==> src/crc_pkg.sv <==
// Constants and types shared by the clock and reset controller files.
// Assumes a single oscillator clock drives all logic.
package crc_pkg;

  // ==========================================================================
  // Reset qualifier
  localparam int unsigned        RST_QUAL_PERIODS = 64;
  localparam int unsigned        RST_CNT_W        = 7;
  localparam logic [RST_CNT_W-1:0] RST_CNT_DONE   = RST_CNT_W'(RST_QUAL_PERIODS);
  localparam int unsigned        SYNC_STAGES      = 3;

  // ==========================================================================
  // PLL dividers and lock detector
  localparam int unsigned        DIV_W            = 8;
  localparam int unsigned        ERR_W            = 8;
  localparam int unsigned        LOCK_W           = 5;
  localparam logic [ERR_W-1:0]   LOCK_WIN_CYCLES  = 8'h02;
  localparam logic [LOCK_W-1:0]  LOCK_CONFIRM     = 5'h10;

  // ==========================================================================
  // Clock consumers
  localparam int unsigned        NUM_PER          = 5;
  localparam int unsigned        PER_TIMER0       = 0;
  localparam int unsigned        PER_TIMER1       = 1;
  localparam int unsigned        PER_CARD         = 2;
  localparam int unsigned        PER_SPI          = 3;
  localparam int unsigned        PER_PORT_SAMPLE  = 4;
  localparam int unsigned        NUM_PLL_OUT      = 3;
  localparam int unsigned        PLL_DECODER      = 0;
  localparam int unsigned        PLL_AUDIO        = 1;
  localparam int unsigned        PLL_USB          = 2;

  // ==========================================================================
  // Power state
  typedef enum logic [3:0] {
    CRC_ST_RESET = 4'h1,
    CRC_ST_RUN   = 4'h2,
    CRC_ST_IDLE  = 4'h4,
    CRC_ST_PDOWN = 4'h8
  } crc_pwr_state_t;

endpackage : crc_pkg

==> src/crc_pll_if.sv <==
// Signals between the controller top and its phase comparator / lock detector.
// Assumes both ends run on clk_sys.
`timescale 1ns/1ps
interface crc_pll_if;
  logic ref_tick;
  logic fb_tick;
  logic enable;
  logic up;
  logic down;
  logic locked;

  modport top (output ref_tick, output fb_tick, output enable, input up, input down, input locked);
  modport pfd (input ref_tick, input fb_tick, input enable, output up, output down, output locked);
endinterface : crc_pll_if

==> src/crc_pfd.sv <==
// Phase-frequency comparator with lock detector, digital model.
// Assumes ref_tick and fb_tick are one-cycle pulses on clk_sys.
`timescale 1ns/1ps
module crc_pfd (
  // Clock and reset
  input  wire logic clk_sys,
  input  wire logic reset_n,
  // Divided clocks in, pump pulses and lock out
  crc_pll_if.pfd    pll
);

  // ==========================================================================
  // Up/down pulse pair
  logic                       up_r;
  logic                       down_r;
  logic [crc_pkg::ERR_W-1:0]  err_cnt_r;
  logic [crc_pkg::LOCK_W-1:0] lock_cnt_r;

  wire up_seen   = up_r | pll.ref_tick;
  wire down_seen = down_r | pll.fb_tick;
  wire both_seen = up_seen & down_seen;
  wire err_sat   = (err_cnt_r == {crc_pkg::ERR_W{1'b1}});
  wire in_window = (err_cnt_r <= crc_pkg::LOCK_WIN_CYCLES);
  wire lock_full = (lock_cnt_r == crc_pkg::LOCK_CONFIRM);

  // Up while reference leads, down while feedback leads; both seen clears both
  wire up_nxt   = pll.enable & up_seen & ~both_seen;
  wire down_nxt = pll.enable & down_seen & ~both_seen;

  wire [crc_pkg::ERR_W-1:0] err_nxt =
    (!pll.enable || both_seen) ? '0 :
    ((up_r | down_r) && !err_sat) ? err_cnt_r + 1'b1 : err_cnt_r;

  // Lock needs a run of close edge pairs; one wide pair restarts it
  wire [crc_pkg::LOCK_W-1:0] lock_nxt =
    !pll.enable ? '0 :
    !both_seen ? lock_cnt_r :
    !in_window ? '0 :
    lock_full ? lock_cnt_r : lock_cnt_r + 1'b1;

  always_ff @(posedge clk_sys or negedge reset_n) begin
    if (!reset_n) begin
      up_r       <= 1'b0;
      down_r     <= 1'b0;
      err_cnt_r  <= '0;
      lock_cnt_r <= '0;
    end else begin
      up_r       <= up_nxt;
      down_r     <= down_nxt;
      err_cnt_r  <= err_nxt;
      lock_cnt_r <= lock_nxt;
    end
  end

  assign pll.up     = up_r;
  assign pll.down   = down_r;
  assign pll.locked = lock_full;

endmodule : crc_pfd

==> src/crc_top.sv <==
// Clock and reset controller: reset qualifier, power-mode clock gating,
// PLL reference/feedback dividers and gated PLL clock enables.
// Assumes clk_sys is the oscillator clock; analog VCO and pump are outside.
//
// Function
// - Reset after 64 continuous high oscillator periods
// - Force ports to reset while reset applied
// - Reset input wakes chip from idle, power-down
// - All internal clocks generated here
// - Oscillator gives PLL, CPU, peripheral clocks
// - Each clock gated per power mode; pll_tick follows only run enable and lock, not the power mode
// - Peripheral clock feeds timers, card, SPI, ports
// - PLL clock feeds decoder, audio, USB
// - Compare N reference against R feedback
// - PLL output only while run enable set
`timescale 1ns/1ps
module crc_top #(
  parameter int unsigned DIV_W = crc_pkg::DIV_W
) (
  // Clock and power-on reset
  input  wire logic                            clk_sys,
  input  wire logic                            reset_n,
  // Board pins
  input  wire logic                            rst_pin_in,
  input  wire logic                            test_mode_input,
  // Power control from the core
  input  wire logic                            idle_req,
  input  wire logic                            pdown_req,
  input  wire logic                            wake_event,
  input  wire logic [crc_pkg::NUM_PER-1:0]     per_consumer_on,
  // PLL control
  input  wire logic                            pll_run_enable,
  input  wire logic [DIV_W-1:0]                pll_n_div,
  input  wire logic [DIV_W-1:0]                pll_r_div,
  // Analog PLL macro
  input  wire logic                            vco_clk_in,
  output logic                                 charge_up,
  output logic                                 charge_down,
  // Reset outputs
  output logic                                 chip_reset_n_out,
  output logic                                 port_reset_force,
  output logic                                 test_mode_active,
  // Clock enables and PLL lock status
  output logic                                 pll_ref_clk_en,
  output logic                                 cpu_clk_en,
  output logic                                 per_clk_en,
  output logic [crc_pkg::NUM_PER-1:0]          per_tick,
  output logic [crc_pkg::NUM_PLL_OUT-1:0]      pll_tick,
  output logic                                 pll_locked
);

  // ==========================================================================
  // Pin synchronisers
  logic [crc_pkg::SYNC_STAGES-1:0] rst_sync_r;
  logic [crc_pkg::SYNC_STAGES-1:0] tst_sync_r;
  logic [crc_pkg::SYNC_STAGES-1:0] vco_sync_r;
  logic                            rst_level_r;
  logic                            tst_level_r;
  logic                            vco_level_r;

  // A change counts only once stages two and three agree
  wire rst_agree = (rst_sync_r[1] == rst_sync_r[2]);
  wire tst_agree = (tst_sync_r[1] == tst_sync_r[2]);
  wire vco_agree = (vco_sync_r[1] == vco_sync_r[2]);

  always_ff @(posedge clk_sys or negedge reset_n) begin
    if (!reset_n) begin
      rst_sync_r <= '0;
      tst_sync_r <= '1;
      vco_sync_r <= '0;
    end else begin
      rst_sync_r <= {rst_sync_r[1:0], rst_pin_in};
      tst_sync_r <= {tst_sync_r[1:0], test_mode_input};
      vco_sync_r <= {vco_sync_r[1:0], vco_clk_in};
    end
  end

  always_ff @(posedge clk_sys or negedge reset_n) begin
    if (!reset_n) begin
      rst_level_r <= 1'b0;
      tst_level_r <= 1'b1;
      vco_level_r <= 1'b0;
    end else begin
      rst_level_r <= rst_agree ? rst_sync_r[2] : rst_level_r;
      tst_level_r <= tst_agree ? tst_sync_r[2] : tst_level_r;
      vco_level_r <= vco_agree ? vco_sync_r[2] : vco_level_r;
    end
  end

  // ==========================================================================
  // Reset qualifier
  logic [crc_pkg::RST_CNT_W-1:0] rst_cnt_r;
  logic                          chip_reset_r;

  wire rst_qualified = (rst_cnt_r == crc_pkg::RST_CNT_DONE);
  // Any drop before the count completes starts it over
  wire [crc_pkg::RST_CNT_W-1:0] rst_cnt_nxt =
    !rst_level_r ? '0 :
    rst_qualified ? rst_cnt_r : rst_cnt_r + 1'b1;

  always_ff @(posedge clk_sys or negedge reset_n) begin
    if (!reset_n) begin
      rst_cnt_r    <= '0;
      chip_reset_r <= 1'b1;
    end else begin
      rst_cnt_r    <= rst_cnt_nxt;
      chip_reset_r <= rst_qualified;
    end
  end

  assign chip_reset_n_out = ~chip_reset_r;
  // Raw pin path so ports are forced even with the oscillator stopped
  assign port_reset_force = rst_pin_in | chip_reset_r;
  // Pin must sit high in normal use; low selects test mode
  assign test_mode_active = ~tst_level_r;

  // ==========================================================================
  // Power state machine
  crc_pkg::crc_pwr_state_t state_r;
  crc_pkg::crc_pwr_state_t state_nxt;

  always_comb begin
    state_nxt = state_r;
    case (state_r)
      crc_pkg::CRC_ST_RESET: begin
        if (!chip_reset_r) state_nxt = crc_pkg::CRC_ST_RUN;
      end
      crc_pkg::CRC_ST_RUN: begin
        if (pdown_req) state_nxt = crc_pkg::CRC_ST_PDOWN;
        else if (idle_req) state_nxt = crc_pkg::CRC_ST_IDLE;
      end
      crc_pkg::CRC_ST_IDLE: begin
        if (rst_level_r || wake_event) state_nxt = crc_pkg::CRC_ST_RUN;
      end
      crc_pkg::CRC_ST_PDOWN: begin
        if (rst_level_r || wake_event) state_nxt = crc_pkg::CRC_ST_RUN;
      end
      default: begin
        state_nxt = crc_pkg::CRC_ST_RESET;
      end
    endcase
    if (chip_reset_r) state_nxt = crc_pkg::CRC_ST_RESET;
  end

  always_ff @(posedge clk_sys or negedge reset_n) begin
    if (!reset_n) state_r <= crc_pkg::CRC_ST_RESET;
    else state_r <= state_nxt;
  end

  // ==========================================================================
  // Oscillator clock gates
  wire in_pdown = (state_r == crc_pkg::CRC_ST_PDOWN);
  wire in_idle  = (state_r == crc_pkg::CRC_ST_IDLE);
  wire ref_on   = ~in_pdown;
  wire cpu_on   = ~in_pdown & ~in_idle;
  wire per_on   = ~in_pdown;

  always_ff @(posedge clk_sys or negedge reset_n) begin
    if (!reset_n) begin
      pll_ref_clk_en <= 1'b0;
      cpu_clk_en     <= 1'b0;
      per_clk_en     <= 1'b0;
    end else begin
      pll_ref_clk_en <= ref_on;
      cpu_clk_en     <= cpu_on;
      per_clk_en     <= per_on;
    end
  end

  // Timers, card, SPI and port sampling all draw on the peripheral clock
  genvar gi;
  generate
    for (gi = 0; gi < crc_pkg::NUM_PER; gi++) begin : g_per
      always_ff @(posedge clk_sys or negedge reset_n) begin
        if (!reset_n) per_tick[gi] <= 1'b0;
        else per_tick[gi] <= per_on & per_consumer_on[gi];
      end
    end
  endgenerate

  // ==========================================================================
  // PLL dividers
  logic [DIV_W-1:0] n_cnt_r;
  logic [DIV_W-1:0] r_cnt_r;
  logic             vco_prev_r;

  wire pll_active = pll_run_enable & ~chip_reset_r;
  wire vco_rise   = vco_level_r & ~vco_prev_r;

  // A divide value of zero behaves as one
  wire [DIV_W:0] n_inc = {1'b0, n_cnt_r} + {{DIV_W{1'b0}}, 1'b1};
  wire [DIV_W:0] r_inc = {1'b0, r_cnt_r} + {{DIV_W{1'b0}}, 1'b1};
  wire n_hit = pll_active & pll_ref_clk_en & (n_inc >= {1'b0, pll_n_div});
  wire r_hit = pll_active & vco_rise & (r_inc >= {1'b0, pll_r_div});

  wire [DIV_W-1:0] n_cnt_nxt =
    (!pll_active || n_hit) ? '0 : pll_ref_clk_en ? n_inc[DIV_W-1:0] : n_cnt_r;
  wire [DIV_W-1:0] r_cnt_nxt =
    (!pll_active || r_hit) ? '0 : vco_rise ? r_inc[DIV_W-1:0] : r_cnt_r;

  always_ff @(posedge clk_sys or negedge reset_n) begin
    if (!reset_n) begin
      n_cnt_r    <= '0;
      r_cnt_r    <= '0;
      vco_prev_r <= 1'b0;
    end else begin
      n_cnt_r    <= n_cnt_nxt;
      r_cnt_r    <= r_cnt_nxt;
      vco_prev_r <= vco_level_r;
    end
  end

  // ==========================================================================
  // Phase comparator and lock detector
  crc_pll_if pll_bus ();

  assign pll_bus.ref_tick = n_hit;
  assign pll_bus.fb_tick  = r_hit;
  assign pll_bus.enable   = pll_active;

  crc_pfd u_pfd (
    .clk_sys (clk_sys),
    .reset_n (reset_n),
    .pll     (pll_bus.pfd)
  );

  assign charge_up   = pll_bus.up;
  assign charge_down = pll_bus.down;

  // ==========================================================================
  // PLL clock enables
  // Held off until lock so a hunting VCO never reaches downstream logic
  wire pll_gate_open = pll_active & pll_bus.locked;

  always_ff @(posedge clk_sys or negedge reset_n) begin
    if (!reset_n) pll_locked <= 1'b0;
    else pll_locked <= pll_bus.locked;
  end

  generate
    for (gi = 0; gi < crc_pkg::NUM_PLL_OUT; gi++) begin : g_pll
      always_ff @(posedge clk_sys or negedge reset_n) begin
        if (!reset_n) pll_tick[gi] <= 1'b0;
        else pll_tick[gi] <= pll_gate_open & vco_rise;
      end
    end
  endgenerate

endmodule : crc_top

==> config.mk <==
export PLATFORM = sky130hd
export DESIGN_NAME = crc_top
export DESIGN_NICKNAME = d
export VERILOG_FILES = /design/src/crc_pkg.sv /design/src/crc_pll_if.sv /design/src/crc_pfd.sv /design/src/crc_top.sv
export SDC_FILE = /design/constraint.sdc
export NUM_CORES = 1
export LEC_CHECK = 0
export BUFFER_PORTS_ARGS = -buffer_cell sky130_fd_sc_hd__buf_2
export CORE_MARGIN = 3
export CORE_UTILIZATION = 57
export CTS_CLUSTER_SIZE = 28
export DETAILED_ROUTE_END_ITERATION = 16
export GPL_TIMING_DRIVEN = 0
export PLACE_DENSITY = 0.79
export RECOVER_POWER = 100
export SYNTH_ARGS = -nofsm -noshare
export SYNTH_HDL_FRONTEND = slang
export SYNTH_HIERARCHICAL = 1
export SYNTH_SLANG_ARGS = --single-unit
export TNS_END_PERCENT = 30
==> constraint.sdc <==
create_clock -name clk_sys -period 4.7 [get_ports clk_sys]
set_clock_uncertainty 0.15 [all_clocks]
set_input_delay 0.705 -clock clk_sys [delete_from_list [all_inputs] [get_ports clk_sys]]
set_output_delay 0.705 -clock clk_sys [all_outputs]
set_load 0.03 [all_outputs]
After elaboration in Yosys (flattened, before gate mapping)
Cells that the tools add are included.
- bits of input ports: 30
- flip-flop bits (word level): 65
- $add $sub $neg: 5
- bitwise logic cells: 29
- equality and inequality tests: 15
- magnitude comparators: 3
- reductions and logical operators: 13
- muxes and demuxes: 17
- operators with widths (kind ; number):
    8-bit two-way mux ; 6
    5-bit two-way mux ; 4
    1-bit bitwise AND ; 19
    8-bit by 1-bit adder with 9-bit output (second input constant) ; 2
    9-bit by 8-bit greater-or-equal comparator with 1-bit output ; 2
    4-bit two-way mux ; 4
    7-bit two-way mux ; 2
    4-bit one-hot mux with 3 select lines ; 1
    8-bit by 1-bit adder with 8-bit output (second input constant) ; 1
    8-bit equality test (second input constant) ; 1
    8-bit by 2-bit <= comparator with 1-bit output (second input constant) ; 1
    7-bit by 1-bit adder with 7-bit output (second input constant) ; 1
    7-bit equality test (second input constant) ; 1
    1-bit NOT ; 6
    2-bit nonzero test ; 3
    5-bit by 1-bit adder with 5-bit output (second input constant) ; 1
    5-bit equality test (second input constant) ; 1
    4-bit by 1-bit equality test with 1-bit output (second input constant) ; 1
    4-bit by 2-bit equality test with 1-bit output (second input constant) ; 1
    4-bit by 3-bit equality test with 1-bit output (second input constant) ; 1
    4-bit equality test (second input constant) ; 1
    1-bit logical OR ; 4
    4-bit != test (second input constant) ; 1
    1-bit bitwise OR ; 4
    other kinds (9) ; 13

Depth between registers and ports, before layout
- depth in word-level cells: 8
- depth in mapped cells: 16

By module
Netlist, hierarchy kept.
- modules (own cells, without submodules) (module ; cells each ; instances ; area each (um2)):
    crc_top ; 263 ; 1 ; 2623.8
    crc_pfd ; 84 ; 1 ; 848.3

Worst setup path after synthesis
No wires, ideal clock.
- kind: reg-to-reg
- start: reg n_cnt_r[0]
- end: reg u_pfd/lock_cnt_r[2] in the netlist's numbering
- setup time: 0.099 ns
- stages on the path, launching flop included: 17
- slack: 1.327 ns
- required time: 4.451 ns
- data arrival time: 3.123 ns
- clock period less this slack: 3.373 ns
- path buffers: 0
- cell sequence: dfrtp_1 -> ha_1 -> inv_1 -> nor3_1 -> nand3_1 -> nand2_1 -> nand2_1 -> ha_1 -> and3_1 -> a221oi_1 -> o31a_1 -> nand2_1 -> and3_1 -> o22ai_1 -> and2_1 -> nor2_1 -> a311oi_1
- word-level cells in the longest chain between the ends: 7
- ends and longest elaborated chain (what ; line ; text):
    start: declaration ; crc_top.sv:183 ; logic [DIV_W-1:0] n_cnt_r;
    start signal: assignment ; crc_top.sv:207 ; n_cnt_r <= n_cnt_nxt;
    8-bit by 1-bit adder with 9-bit output ; crc_top.sv:191 ; wire [DIV_W:0] n_inc = {1'b0, n_cnt_r} + {{DIV_W{1'b0}}, 1'b1};
    9-bit by 8-bit greater-or-equal comparator with 1-bit output ; crc_top.sv:193 ; wire n_hit = pll_active & pll_ref_clk_en & (n_inc >= {1'b0, pll_n_div});
    1-bit bitwise AND ; crc_top.sv:193 ;
    named net n_hit ; crc_top.sv:193 ;
    1-bit bitwise OR ; crc_pfd.sv:19 ; wire up_seen = up_r | pll.ref_tick;
    1-bit bitwise AND ; crc_pfd.sv:21 ; wire both_seen = up_seen & down_seen;
    2-bit by 1-bit != test with 1-bit output (no source line) ; -- ;
    2-bit AND reduction (no source line) ; -- ;
    end signal: assignment ; crc_pfd.sv:51 ; lock_cnt_r <= lock_nxt;
    end: declaration ; crc_pfd.sv:17 ; logic [crc_pkg::LOCK_W-1:0] lock_cnt_r;
The timed path passes the listed nets, and every way through them passes these cells.
A chain may end at the register's enable or synchronous reset.

Final worst setup path
Same ends and word-level chain as after synthesis.

==> results_dict.tcl <==
set metrics [dict create \
    power_switching_uw 361.8 \
    via_count 2686 \
    synth-warning-count 6 \
    swShare_pct 26.25 \
    place_worst_setup_slack_ps 625.6 \
    drc 0 \
    fin_crit_ps 4143 \
    vias_per_cell 5.573 \
    synth_top_area_share_pct 42.52 \
    finalPower_mw 1.378 \
    coreArea_um2 5709 \
    ys_seq_elements 65 \
    regToRegSetupSlack_ps 560 \
    cp.required_ps 4770 \
    max_clock_freq_ghz 0.2414 \
    ys_async_sr_fraction_pct 100.0 \
    r2r-end "u_pfd/lock_cnt_r[2]" \
    final_cell_mix "dfrtp_1 (59), inv_1 (35), buf_2 (28)" \
    violations "capacitance limit, slew limit" \
    layout_setup_ws_ps 556.9 \
    finalSetupTns_ps 0 \
    power-per-cell-area_nw_per_um2 345.0 \
    setup_violations 0 \
    overflow 0 \
    whs_endpoint "vco_sync_r[1]" \
    drt_iter0_markers 100 \
    cap_violations 2 \
    grt_pass1_vias 2732 \
    cts_resized 0 \
    grt_max_degree 35 \
    leakage_nw 1.955 \
    synth-seq-area-share_pct 47.06 \
    initial_utilization_pct 60.82 \
    cts_buffer_depth 2 \
    yosys-top-cells-area "dfrtp_1 (43%), ha_1 (8.6%), dfstp_2 (4.5%)" \
    chipWidth_um 84.05 \
    synth_cell_types 51 \
    path_clk_slew_ps 70 \
    p_seq_share_pct 47.2 \
    cts_tree "yes" \
    ir_worst_vdd_v 0.0003071 \
    yosys.area.top_type "dfrtp_1" \
    cts_setup_buffers 0 \
    grt_use_total_pct 20.20 \
    power.internal_mw 1.017 \
    hold_depth 0 \
    cts_root_buf "clkbuf_8" \
    crit_type "reg2reg" \
    drt_pass1_iterations 5 \
    crit_fanout 8 \
    grt_pass1_wl_um 11800 \
    grt_antenna_before_repair 0 \
    cts_buffers 9 \
    synthCells 347 \
    postSynthAreaPerCell_um2 10.01 \
    placed_cells 466 \
    synth_edf_count 0 \
    row_count 27 \
    die_area_um2 7064 \
    p_comb_share_pct 14.3 \
    antenna_cells 0 \
    synth_area_um2 3472 \
    min_path_type "reg2reg" \
    area.growth.synth_to_final_pct 15.06 \
    clock_latency_ps 320 \
    clock-sinks 65 \
    dieHeight_um 84.05 \
    timing.final.crit_share_pct 88.15 \
    crit-reg2reg-launch "n_cnt_r[0]" \
    status "complete, but fails checks" \
    cts_htree_levels 3 \
    holdBufCountCts 0 \
    final_common_cell "dfrtp_1" \
    rsz0062_at_grt "false" \
    dp_hpwl_um 4857 \
    multi_input_area_um2 1662 \
    slew_viol_final 68 \
    tightest_slew_ps 1697 \
    ys.flop_type "dfrtp_1" \
    ant_nets 0 \
    end_kind "register" \
    start_kind "register" \
    power_frac_clock_pct 38.5 \
    relSlewSlack_pct -13.14 \
    fill_cells 448 \
    worstHoldStart "vco_sync_r[0]" \
    io_buffer_count 46 \
    syn-num-nets 401 \
    crit_arrival_ps 4210 \
    fin_cells 482 \
    hold_viol_final 0 \
    seq_area_um2 1634 \
    wl_um 6463 \
    final_nets 459 \
    pin_count 47 \
    gp_congestion 0.8584 \
    drive_gt1_share_pct 15.37 \
    rr_worst_depth 16 \
    wire_per_inst_um 13.41 \
]
==> power by group through the flow <==
stage	logic, mW	registers (mW)	clock network [mW]
CTS	0.207	0.650	0.544
global route	0.230	0.658	0.568
detailed placement	0.206	0.660	0
floorplan	0.130	0.664	0
finish	0.198	0.650	0.531
global placement	0.196	0.657	0
==> worst max-delay path by stage <==
stage          startpoint             endpoint  slack (ps)  depth (start not counted)
2_1_floorplan  n_cnt_r[0]  u_pfd/lock_cnt_r[2]        1330                         16
3_3_place_gp   n_cnt_r[0]   u_pfd/err_cnt_r[7]         830                         16
3_5_place_dp   n_cnt_r[0]  u_pfd/lock_cnt_r[2]         630                         16
4_1_cts        n_cnt_r[0]  u_pfd/lock_cnt_r[2]         590                         16
5_1_grt        n_cnt_r[0]  u_pfd/lock_cnt_r[2]         200                         16
6_report       n_cnt_r[0]  u_pfd/lock_cnt_r[2]         560                         16
==> cell families after synthesis <==
group / Yosys count / share of synthesized area (%)
xor+xnor: 22 / 5.549
mux: 1 / 0.2883
buf+inv: 42 / 4.865
simple gates: 131 / 20.86
flops: 65 / 47.06
compound gates: 59 / 11.86
fa+ha+maj: 27 / 9.514
==> state kept, by name, indices dropped and copies added, names as in the netlist <==
signal,flops
rst_cnt_r,7
per_clk_en,1
u_pfd/err_cnt_r,8
n_cnt_r,8
tst_level_r,1
vco_level_r,1
state_r,4
per_tick,5
pll_locked,1
rst_level_r,1
pll_tick,1
u_pfd/pll.down,1
u_pfd/lock_cnt_r,5
vco_prev_r,1
rst_sync_r,3
r_cnt_r,8
vco_sync_r,3
chip_reset_r,1
cpu_clk_en,1
u_pfd/pll.up,1
tst_sync_r,3
==> cells in the mapped netlist, types with 2 or more instances <==
cell	instances
nand4_1	6
and3_2	2
a21o_1	6
a21oi_1	13
buf_4	3
clkbuf_1	4
and3_1	9
or4_1	2
nor4_1	2
nor3_1	4
ha_1	24
nand3_1	21
a41oi_1	3
nand2_1	27
inv_1	35
o21ai_0	8
xor2_1	6
o32ai_1	2
a32o_1	4
or3_1	5
and2_1	5
xnor2_1	16
nor2_1	22
nand2b_1	4
or2_2	3
o211ai_1	5
dfrtp_1	59
maj3_1	3
a2111oi_0	2
dfstp_2	6
o22ai_1	7
a31oi_1	2
nor2b_1	9
==> through the flow <==
step	utilization, %	instance area, µm²	hold WS (ps)
2_1_floorplan	-	3472	181.2
3_3_place_gp	66.43	3792	184.6
3_5_place_dp	66.78	3812	184.7
4_1_cts	70.79	4041	200.6
5_1_grt	69.98	3995	210.2
6_report	69.98	3995	198.3
==> layer usage <==
metal  share of wire, %  wire (µm)  up-vias  GRT usage (%)
li1                   -          -     1339              -
met1                 45       2899     1261          26.28
met2                 49       3168       81          33.64
met3                5.2        339        5          3.356
met4               0.87         56        0          7.749
met5                  0          0        -              0
==> cell type report <==
type | instances | area share (%)
Timing Repair Buffer | 47 | 5.293
Sequential cell | 65 | 40.90
Clock buffer | 11 | 3.790
Multi-Input combinational cell | 240 | 41.59
Buffer | 7 | 0.9396
Clock inverter | 5 | 1.942
Inverter | 35 | 3.288
Tap cell | 72 | 2.255
==> critical path, stage by stage, from the launching register on <==
cell and delay (ps):
dfrtp_1 460, ha_1 280, inv_1 80, nor3_1 260, nand3_1 140, nand2_1 90, nand2_1 50, ha_1 290
and3_1 190, a221oi_1 330, o31a_1 350, nand2_1 160, and3_1 260, o22ai_1 360, and2_0 210, nor2_1 110
a311oi_1 270
Power figures use the tool's default switching activity.
